## src/logic/flash_host_defines.svh

```systemverilog
// Purpose: timing counts, command addresses and codes for the flash host
// Assumes: 50 MHz clock, flash pins sampled synchronously
// Notes: a least time rounds up to whole cycles, a longest time rounds down
`ifndef FLASH_HOST_DEFINES_SVH
`define FLASH_HOST_DEFINES_SVH

`define CLK_PERIOD_NS 20
`define CYC_MIN(ns) (((ns) + `CLK_PERIOD_NS - 1) / `CLK_PERIOD_NS)

`define T_AS_NS 10
`define T_WP_NS 200
`define T_WPH_NS 200
`define T_ACC_NS 200
`define T_OEHP_NS 150
`define AS_CYC `CYC_MIN(`T_AS_NS)
`define WP_CYC `CYC_MIN(`T_WP_NS)
`define WPH_CYC `CYC_MIN(`T_WPH_NS)
// one extra cycle because the data pins are sampled on a clock edge
`define ACC_CYC (`CYC_MIN(`T_ACC_NS) + 1)
`define OEHP_CYC `CYC_MIN(`T_OEHP_NS)

`define T_BP_MAX_US 50
`define BP_MAX_CYC (`T_BP_MAX_US * 1000 / `CLK_PERIOD_NS)
`define T_EC_MAX_S 10
`define EC_MAX_CYC (`T_EC_MAX_S * 64'd1000000000 / `CLK_PERIOD_NS)

`define CMD_ADDR_A 15'h5555
`define CMD_ADDR_B 15'h2aaa
`define CODE_UNLOCK_A 8'haa
`define CODE_UNLOCK_B 8'h55
`define CODE_ERASE_SETUP 8'h80
`define CODE_PROGRAM 8'ha0
`define CODE_ID_ENTRY 8'h90
`define CODE_ID_EXIT 8'hf0
`define CODE_CHIP_ERASE 8'h10
`define CODE_SECTOR_ERASE 8'h30
`define CODE_LOCKOUT 8'h40
`define TOGGLE_BIT 6

`endif

```

## src/logic/flash_host_pkg.sv

```systemverilog
// Purpose: types shared by the flash host modules
// Assumes: nothing
// Notes: none
package flash_host_pkg;

    typedef enum logic [2:0] {
        CMD_READ,
        CMD_PROGRAM,
        CMD_CHIP_ERASE,
        CMD_SECTOR_ERASE,
        CMD_LOCKOUT,
        CMD_ID_ENTRY,
        CMD_ID_EXIT3,
        CMD_ID_EXIT1
    } cmd_t;

    typedef enum logic [1:0] {
        PH_IDLE,
        PH_SETUP,
        PH_STROBE,
        PH_RECOVER
    } bus_phase_t;

    typedef enum logic [1:0] {
        ST_IDLE,
        ST_WRITE,
        ST_READ,
        ST_POLL
    } host_state_t;

endpackage

```

## src/logic/flash_bus_cycle.sv

```systemverilog
// Purpose: one timed read or write cycle on the flash pins
// Assumes: inputs synchronous to i_clock
// Notes: writes strobe write_strobe_n and chip_select_n together
`timescale 1ns/1ns
`include "flash_host_defines.svh"

module flash_bus_cycle
    import flash_host_pkg::*;
(
    input wire logic i_clock, // system clock
    input wire logic i_rst_n, // synchronous reset
    input wire logic i_clk_en, // freezes all state when low
    input wire logic i_start, // begin a cycle, taken when idle
    input wire logic i_write, // 1 write, 0 read
    input wire logic [17:0] i_addr, // cycle address
    input wire logic [15:0] i_wdata, // write data
    input wire logic [15:0] i_dq, // flash data pins in
    output logic o_idle, // ready for i_start
    output logic o_done, // last cycle of a bus cycle
    output logic [15:0] o_rdata, // captured read data
    output logic o_ce_n, // chip select
    output logic o_oe_n, // output enable
    output logic o_we_n, // write strobe
    output logic [17:0] o_addr, // flash address
    output logic [15:0] o_dq, // flash data out
    output logic o_dq_oe_n // low while driving data
);

    bus_phase_t ph_r;
    bus_phase_t ph_nxt;
    logic [7:0] cnt_r;
    logic [7:0] cnt_nxt;
    logic wr_r;
    logic wr_nxt;
    logic [15:0] rdata_r;
    logic ce_n_r;
    logic oe_n_r;
    logic we_n_r;
    logic [17:0] addr_r;
    logic [15:0] dq_r;
    logic dq_oe_n_r;
    logic [7:0] phase_len;
    logic phase_end;
    logic take;

    assign take = i_start && (ph_r == PH_IDLE);
    assign wr_nxt = take ? i_write : wr_r;
    assign phase_len = (ph_r == PH_SETUP) ? 8'(`AS_CYC) :
                       (ph_r == PH_STROBE) ? (wr_r ? 8'(`WP_CYC) : 8'(`ACC_CYC)) :
                       (wr_r ? 8'(`WPH_CYC) : 8'(`OEHP_CYC));
    assign phase_end = (ph_r != PH_IDLE) && (cnt_r == phase_len - 8'h01);
    assign cnt_nxt = (phase_end || ph_r == PH_IDLE) ? 8'h00 : cnt_r + 8'h01;

    always_comb
    begin
        ph_nxt = ph_r;
        case (ph_r)
            PH_IDLE: if (take) ph_nxt = PH_SETUP;
            PH_SETUP: if (phase_end) ph_nxt = PH_STROBE;
            PH_STROBE: if (phase_end) ph_nxt = PH_RECOVER;
            PH_RECOVER: if (phase_end) ph_nxt = PH_IDLE;
            default: ph_nxt = PH_IDLE;
        endcase
    end

    always_ff @(posedge i_clock)
    begin
        if (!i_rst_n)
        begin
            ph_r <= PH_IDLE;
            cnt_r <= 8'h00;
            wr_r <= 1'b0;
            rdata_r <= 16'h0000;
            ce_n_r <= 1'b1;
            oe_n_r <= 1'b1;
            we_n_r <= 1'b1;
            addr_r <= 18'h00000;
            dq_r <= 16'h0000;
            dq_oe_n_r <= 1'b1;
        end
        else if (i_clk_en)
        begin
            ph_r <= ph_nxt;
            cnt_r <= cnt_nxt;
            wr_r <= wr_nxt;
            if (take)
            begin
                addr_r <= i_addr;
                dq_r <= i_wdata;
            end
            if (ph_r == PH_STROBE && phase_end && !wr_r)
                rdata_r <= i_dq;
            ce_n_r <= (ph_nxt != PH_STROBE);
            oe_n_r <= !(ph_nxt == PH_STROBE && !wr_nxt);
            we_n_r <= !(ph_nxt == PH_STROBE && wr_nxt);
            dq_oe_n_r <= !(wr_nxt && ph_nxt != PH_IDLE);
        end
    end

    assign o_idle = (ph_r == PH_IDLE);
    assign o_done = (ph_r == PH_RECOVER) && phase_end;
    assign o_rdata = rdata_r;
    assign o_ce_n = ce_n_r;
    assign o_oe_n = oe_n_r;
    assign o_we_n = we_n_r;
    assign o_addr = addr_r;
    assign o_dq = dq_r;
    assign o_dq_oe_n = dq_oe_n_r;

endmodule

```

## src/logic/flash_host.sv

```systemverilog
// Purpose: host controller issuing command sequences to a parallel NOR flash
// Assumes: 50 MHz clock, one command at a time from the user port
// Notes: completion of program and erase is found by toggle-bit polling
// How it works
// - chip erase ends with a write at command address 5555.
// - final erase write carries 10 for chip, 30 for sector.
// - sector erase final write goes to an address inside the sector.
// - command writes keep output_enable_n high, strobe with chip select low.
// - each poll read pulses output enable and chip select together.
// - all polling reads use one fixed address.
// - both id exit forms are accepted and end id mode.
// - only data bits 7..0 carry codes; addresses use bits 14..0.
`timescale 1ns/1ns
`include "flash_host_defines.svh"

module flash_host
    import flash_host_pkg::*;
#(
    parameter logic [31:0] PROG_TIMEOUT_CYC = 32'(`BP_MAX_CYC),
    parameter logic [31:0] ERASE_TIMEOUT_CYC = 32'(`EC_MAX_CYC)
)
(
    input wire logic I_CLOCK, // 50 MHz clock
    input wire logic I_RST_N, // synchronous reset, active low
    input wire logic I_CLK_EN, // freezes all state when low
    input wire logic I_CMD_VALID, // command request
    input wire cmd_t I_CMD, // command kind
    input wire logic [17:0] I_ADDR, // target address
    input wire logic [15:0] I_DATA, // program data
    output logic O_CMD_READY, // command accepted when high with valid
    output logic O_DONE, // one-cycle pulse at command end
    output logic O_TIMEOUT, // last command timed out
    output logic [15:0] O_RDATA, // last read or final poll data
    output logic O_ID_MODE, // flash believed in identification mode
    output logic O_CE_N, // flash chip select
    output logic O_OE_N, // flash output enable
    output logic O_WE_N, // flash write strobe
    output logic [17:0] O_ADDR, // flash address
    input wire logic [15:0] I_DQ, // flash data in
    output logic [15:0] O_DQ, // flash data out
    output logic O_DQ_OE_N // low while driving flash data
);

    host_state_t state_r;
    host_state_t state_nxt;
    cmd_t cmd_r;
    logic [17:0] addr_r;
    logic [15:0] data_r;
    logic [2:0] step_r;
    logic issued_r;
    logic prev_valid_r;
    logic prev_tog_r;
    logic [31:0] poll_cnt_r;
    logic timeout_r;
    logic [15:0] rdata_r;
    logic id_mode_r;
    logic done_r;

    logic bus_idle;
    logic bus_done;
    logic [15:0] bus_rdata;
    logic bus_start;
    logic bus_write;
    logic [17:0] seq_addr;
    logic [15:0] seq_data;
    logic [2:0] last_step;
    logic needs_poll;
    logic [31:0] poll_limit;
    logic poll_expired;
    logic poll_equal;
    logic take;
    logic write_last;
    logic finish;

    // address of a sequence write; codes use only address bits 14..0
    function automatic logic [17:0] step_addr(cmd_t c, logic [2:0] s, logic [17:0] a);
        logic [17:0] r;
        r = (s == 3'h1 || s == 3'h4) ? {3'h0, `CMD_ADDR_B} : {3'h0, `CMD_ADDR_A};
        if (c == CMD_PROGRAM && s == 3'h3)
            r = a;
        if (c == CMD_SECTOR_ERASE && s == 3'h5)
            r = a;
        if (c == CMD_ID_EXIT1)
            r = a;
        return r;
    endfunction

    // data of a sequence write; the upper byte of a code is don't care
    function automatic logic [7:0] step_code(cmd_t c, logic [2:0] s);
        logic [7:0] r;
        r = `CODE_UNLOCK_A;
        case (s)
            3'h1, 3'h4: r = `CODE_UNLOCK_B;
            3'h2:
            begin
                case (c)
                    CMD_PROGRAM: r = `CODE_PROGRAM;
                    CMD_ID_ENTRY: r = `CODE_ID_ENTRY;
                    CMD_ID_EXIT3: r = `CODE_ID_EXIT;
                    default: r = `CODE_ERASE_SETUP;
                endcase
            end
            3'h5:
            begin
                case (c)
                    CMD_CHIP_ERASE: r = `CODE_CHIP_ERASE;
                    CMD_SECTOR_ERASE: r = `CODE_SECTOR_ERASE;
                    default: r = `CODE_LOCKOUT;
                endcase
            end
            default: r = `CODE_UNLOCK_A;
        endcase
        if (c == CMD_ID_EXIT1)
            r = `CODE_ID_EXIT;
        return r;
    endfunction

    assign take = I_CMD_VALID && O_CMD_READY;
    assign seq_addr = step_addr(cmd_r, step_r, addr_r);
    assign seq_data = (cmd_r == CMD_PROGRAM && step_r == 3'h3) ? data_r :
                      {8'h00, step_code(cmd_r, step_r)};
    assign last_step = (cmd_r == CMD_PROGRAM) ? 3'h3 :
                       (cmd_r == CMD_ID_EXIT1) ? 3'h0 :
                       (cmd_r == CMD_ID_ENTRY || cmd_r == CMD_ID_EXIT3) ? 3'h2 : 3'h5;
    assign needs_poll = (cmd_r == CMD_PROGRAM) || (cmd_r == CMD_CHIP_ERASE) ||
                        (cmd_r == CMD_SECTOR_ERASE) || (cmd_r == CMD_LOCKOUT);
    assign poll_limit = (cmd_r == CMD_PROGRAM) ? PROG_TIMEOUT_CYC :
                        ERASE_TIMEOUT_CYC;
    assign poll_expired = (poll_cnt_r >= poll_limit);
    assign poll_equal = prev_valid_r && (bus_rdata[`TOGGLE_BIT] == prev_tog_r);
    assign write_last = (state_r == ST_WRITE) && bus_done && (step_r == last_step);
    assign bus_start = (state_r != ST_IDLE) && !issued_r && bus_idle;
    assign bus_write = (state_r == ST_WRITE);
    assign finish = ((state_r == ST_READ) && bus_done) ||
                    (write_last && !needs_poll) ||
                    ((state_r == ST_POLL) && bus_done && (poll_equal || poll_expired));

    always_comb
    begin
        state_nxt = state_r;
        case (state_r)
            ST_IDLE:
                if (take)
                    state_nxt = (I_CMD == CMD_READ) ? ST_READ : ST_WRITE;
            ST_WRITE:
                if (write_last)
                    state_nxt = needs_poll ? ST_POLL : ST_IDLE;
            ST_READ:
                if (finish)
                    state_nxt = ST_IDLE;
            ST_POLL:
                if (finish)
                    state_nxt = ST_IDLE;
            default: state_nxt = ST_IDLE;
        endcase
    end

    always_ff @(posedge I_CLOCK)
    begin
        if (!I_RST_N)
        begin
            state_r <= ST_IDLE;
            cmd_r <= CMD_READ;
            addr_r <= 18'h00000;
            data_r <= 16'h0000;
            step_r <= 3'h0;
            issued_r <= 1'b0;
            done_r <= 1'b0;
        end
        else if (I_CLK_EN)
        begin
            state_r <= state_nxt;
            done_r <= finish;
            if (take)
            begin
                cmd_r <= I_CMD;
                addr_r <= I_ADDR;
                data_r <= I_DATA;
                step_r <= 3'h0;
            end
            else if (state_r == ST_WRITE && bus_done && !write_last)
                step_r <= step_r + 3'h1;
            if (bus_start)
                issued_r <= 1'b1;
            else if (bus_done)
                issued_r <= 1'b0;
        end
    end

    // poll tracking, result capture and identification mode tracking
    always_ff @(posedge I_CLOCK)
    begin
        if (!I_RST_N)
        begin
            prev_valid_r <= 1'b0;
            prev_tog_r <= 1'b0;
            poll_cnt_r <= 32'h00000000;
            timeout_r <= 1'b0;
            rdata_r <= 16'h0000;
            id_mode_r <= 1'b0;
        end
        else if (I_CLK_EN)
        begin
            if (take)
            begin
                prev_valid_r <= 1'b0;
                poll_cnt_r <= 32'h00000000;
                timeout_r <= 1'b0;
            end
            else if (state_r == ST_POLL)
            begin
                if (!poll_expired)
                    poll_cnt_r <= poll_cnt_r + 32'h00000001;
                if (bus_done)
                begin
                    prev_valid_r <= 1'b1;
                    prev_tog_r <= bus_rdata[`TOGGLE_BIT];
                    if (!poll_equal && poll_expired)
                        timeout_r <= 1'b1;
                end
            end
            if (bus_done && (state_r == ST_READ || state_r == ST_POLL))
                rdata_r <= bus_rdata;
            if (write_last && cmd_r == CMD_ID_ENTRY)
                id_mode_r <= 1'b1;
            else if (write_last && (cmd_r == CMD_ID_EXIT3 || cmd_r == CMD_ID_EXIT1))
                id_mode_r <= 1'b0;
        end
    end

    flash_bus_cycle u_bus
    (
        .i_clock(I_CLOCK),
        .i_rst_n(I_RST_N),
        .i_clk_en(I_CLK_EN),
        .i_start(bus_start),
        .i_write(bus_write),
        .i_addr(bus_write ? seq_addr : addr_r),
        .i_wdata(seq_data),
        .i_dq(I_DQ),
        .o_idle(bus_idle),
        .o_done(bus_done),
        .o_rdata(bus_rdata),
        .o_ce_n(O_CE_N),
        .o_oe_n(O_OE_N),
        .o_we_n(O_WE_N),
        .o_addr(O_ADDR),
        .o_dq(O_DQ),
        .o_dq_oe_n(O_DQ_OE_N)
    );

    assign O_CMD_READY = (state_r == ST_IDLE) && !done_r;
    assign O_DONE = done_r;
    assign O_TIMEOUT = timeout_r;
    assign O_RDATA = rdata_r;
    assign O_ID_MODE = id_mode_r;

endmodule

```

## config.mk

```make
export PLATFORM = sky130hd
export DESIGN_NAME = flash_host
export DESIGN_NICKNAME = d
export VERILOG_FILES = /design/src/logic/flash_host_pkg.sv /design/src/logic/flash_bus_cycle.sv /design/src/logic/flash_host.sv
export VERILOG_INCLUDE_DIRS = /design/src /design/src/logic
export SDC_FILE = /design/constraint.sdc
export NUM_CORES = 1
export LEC_CHECK = 0
export BUFFER_PORTS_ARGS = -buffer_cell sky130_fd_sc_hd__buf_2
export CORE_ASPECT_RATIO = 2
export CORE_MARGIN = 1.5
export CORE_UTILIZATION = 51
export DETAILED_ROUTE_END_ITERATION = 10
export PLACE_DENSITY = 0.76
export SYNTH_ARGS = -nofsm -noshare
export SYNTH_HDL_FRONTEND = slang
export SYNTH_SLANG_ARGS = --single-unit
```

## constraint.sdc

```tcl
create_clock -name I_CLOCK -period 3 [get_ports I_CLOCK]
set_input_delay 0 -clock I_CLOCK [delete_from_list [all_inputs] [get_ports I_CLOCK]]
set_output_delay 0 -clock I_CLOCK [all_outputs]
set_load 0.03 [all_outputs]
```

==> metrics.yaml <==
outcome: "finished clean"
drv_cap: 0
crit_fanout: 10
synthXorXnorAreaFrac_pct: 1.81
area_growth_pct: 26.3
hp-class: "in -> reg"
cp.required_ps: 3360
drc: 0
layout_common_cells: "nand2_1 (168), dfxtp_1 (161), buf_2 (114)"
powerDensity_mw_per_mm2: 539
rr_endpoint: "poll_cnt_r[14]"
cts.sinks: 161
grt_pass1_vias: 7008
cellLeakagePower_uw: 0.00351
vdd_ir_drop_max_mv: 0.479
busiest_layer: "met2"
cts_buffers: 17
endpoint: "poll_cnt_r[14]"
fin_skew_ps: 9.27
die_area_mm2: 0.0150
drtPass1Iterations: 5
gp_congestion: 0.932
grt_util_all_layers_pct: 27.4
start_kind: "flip-flop"
synthDistinctLibCells: 70
synth_compound_area_share_pct: 19.2
antenna_found_initial: 0
timing.fmax_mhz: 366
vias_per_cell: 5.78
fp-row-count: 61
pin_count: 115
place_area_mm2: 0.00800
min_path_cells: 3
finalCritPeriodShare_pct: 91.1
initial_utilization_pct: 52.3
num_vias: 7179
arrival_ps: 3100
max_stage_delay_ps: 340
io_buffers: 114
fin_crit_ps: 2730
yosysWarnings: 0
drtIter0Drc: 476
crit_type: "reg -> reg"
synthMuxAreaShare_pct: 4.15
drv_slew: 0
synth_edf_count: 0
finalNetCount: 1109
avgRoutedWirePerCell_um: 16.5
cp_slowest_cell: "a211oi_4"
synth-simple-area-share_pct: 24.2
synth_area_mm2: 0.00726
maxSlewHeadroom_pct: 56.1
finalSetupViolCount: 0
end_kind: "flip-flop"
drive_gt1_share_pct: 17.7
drt_wl_total_um: 20600
clockBufferDepth: 2
async_reset_ff_share_pct: 0
grtUsageMet1_pct: 27.8
hold_viol: 0
crit_start: "cmd_r[1]"
die_h_um: 172
worstReg2RegStart: "cmd_r[1]"
clkTransAtPathRegs_ps: 60
grt_max_degree: 83
reg2reg_setup_slack_ps: 270
core_area_mm2: 0.0139
post_cts_resized: 0
mostFrequentLayoutCell: "nand2_1"
synth_ff_type: "dfxtp_1"
synth_fa_ha_area_share_pct: 1.90
postCtsSetupBuffers: 0
grt_use_met3_pct: 5.28
stdcell_area_mm2: 0.00917
worstPathCellList: "nor3b_4, inv_1, ha_1, o21a_1, o22ai_1, nor3b_1, a211oi_4, o211ai_2, buf_4, a211oi_1, mux2i_1"
tritoncts: "yes"
yosysSeqAreaShare_pct: 44.4
whs_ps: 57.6
syn_nets: 962
htreeDepth: 4
reg2reg_depth: 11
dp_hpwl_um: 13500
synth_top_family_by_area: "simple AND/OR/NAND/NOR gates"
ant_nets: 0
grt_pass1_wl_um: 32500
ys_ff_latch: 161
die_w_um: 87.4
fillers: 1164
clock_latency_ps: 430
worst-slew-pin-transition_ps: 653
rsz0062_at_grt: "no"
n_antenna_cell: 0
synthCells: 894
clockRootBuffer: "clkbuf_16"
met2_usage_pct: 50.2
grt_overflow: 0
syn_area_per_cell_um2: 8.12
fin_tns_setup_ps: 0
through the flow:
step                      cells  utilization, %  worst slack [ps]  total power, uW
final                      1243            66.0               266             4940
after global routing       1243            66.0              31.2             5080
after CTS                  1243            66.0               271             4950
after detailed placement   1157            57.6               291             2600
after global placement     1157            57.6               359             2590
after floorplan             894               -               187             2470
power breakdown:
group / total (uW) / internal, uW / switching [uW]
clock network: 2330 / 1410 / 919
registers: 2210 / 2180 / 30.3
logic: 401 / 158 / 244
cells by family (layout without fill, tap and decap cells):
family                   count (synthesis)  after routing
adder cells (fa/ha/maj)                 11             11
AO/OA/AOI/OAI                          223            223
XOR/XNOR                                15             15
multiplexers                            30             30
buffers and inverters                   78            238
AND/OR/NAND/NOR                        376            376
flip-flops                             161            161
synthesized netlist by cell type, types with 2 or more instances:
| cell | n | area, um2 |
|---|---|---|
| a22oi_1 | 8 | 60.1 |
| o21ai_0 | 48 | 240 |
| and2_1 | 8 | 50.1 |
| o211a_1 | 2 | 20.0 |
| nor4_1 | 7 | 43.8 |
| and4b_1 | 2 | 20.0 |
| nand4_1 | 12 | 75.1 |
| or4_1 | 5 | 37.5 |
| dfxtp_1 | 161 | 3220 |
| a21o_1 | 2 | 15.0 |
| xnor2_1 | 6 | 52.6 |
| nand2b_1 | 2 | 12.5 |
| or3_1 | 21 | 131 |
| o2111ai_1 | 3 | 26.3 |
| ha_1 | 11 | 138 |
| nor2_1 | 68 | 255 |
| a211oi_1 | 2 | 15.0 |
| o21a_1 | 5 | 37.5 |
| and4_1 | 2 | 17.5 |
| nand3_1 | 40 | 200 |
| a21oi_1 | 92 | 460 |
| buf_2 | 7 | 35.0 |
| nand4b_1 | 4 | 35.0 |
| o32ai_1 | 3 | 26.3 |
| buf_4 | 2 | 15.0 |
| o22ai_1 | 2 | 12.5 |
| buf_1 | 2 | 7.51 |
| inv_1 | 14 | 52.6 |
| o221a_2 | 2 | 22.5 |
| nor2b_1 | 6 | 37.5 |
| o211ai_1 | 13 | 97.6 |
| nand2_1 | 169 | 634 |
| o31ai_1 | 4 | 30.0 |
| and3_1 | 13 | 81.3 |
| a31oi_1 | 10 | 62.6 |
| clkbuf_1 | 51 | 191 |
| o21ai_1 | 3 | 15.0 |
| a2111oi_2 | 3 | 45.0 |
| nor3b_1 | 3 | 22.5 |
| a21boi_0 | 2 | 15.0 |
| xor2_1 | 9 | 78.8 |
| nor3_1 | 7 | 35.0 |
| mux2i_1 | 29 | 290 |
| o221ai_1 | 3 | 26.3 |
flip-flops by register name, indices dropped and copies added, names as in the netlist, 2 cells and up:
register	flops
O_RDATA	16
addr_r	18
cmd_r	3
data_r	16
poll_cnt_r	32
state_r	2
step_r	3
u_bus.cnt_r	8
u_bus.o_addr	18
u_bus.o_dq	16
u_bus.o_rdata	16
u_bus.ph_r	2
worst max-delay path, delay by kind of cell (launching register included):
family / cells / cell delay [ps]
compound gates: 5 / 1200
buf+inv: 2 / 340
flops: 1 / 330
simple gates: 2 / 300
fa+ha+maj: 1 / 300
mux: 1 / 200
worst min path at each step:
stage	start	end	slack, ps
final	I_CLK_EN	u_bus.cnt_r[1]	60
after global routing	I_CMD_VALID	poll_cnt_r[1]	70
after CTS	I_CLK_EN	u_bus.cnt_r[1]	40
after detailed placement	I_DQ[13]	u_bus.o_rdata[13]	220
after global placement	I_DQ[7]	u_bus.o_rdata[7]	220
after floorplan	I_DQ[0]	u_bus.o_rdata[0]	130
layout make-up:
| type | count | area, um2 | share of cell area (%) |
|---|---|---|---|
| timing repair buffer | 192 | 1300 | 14.2 |
| tap | 189 | 236 | 2.58 |
| clock inverter | 14 | 204 | 2.22 |
| inverter | 14 | 52.6 | 0.573 |
| clock buffer | 18 | 429 | 4.68 |
| sequential | 161 | 3220 | 35.1 |
| multi-input combinational | 655 | 3720 | 40.6 |
metal layers:
| metal | routed length (um) | vias up |
|---|---|---|
| li1 | - | 3445 |
| met1 | 7450 | 3382 |
| met2 | 11100 | 278 |
| met3 | 1100 | 74 |
| met4 | 917 | 0 |
| met5 | 0 | - |
repair_timing:
action	CTS	global route
setup endpoints to repair	0	0
hold endpoints to repair	62	0
hold buffers	54	0
Power figures use the tool's default switching activity.
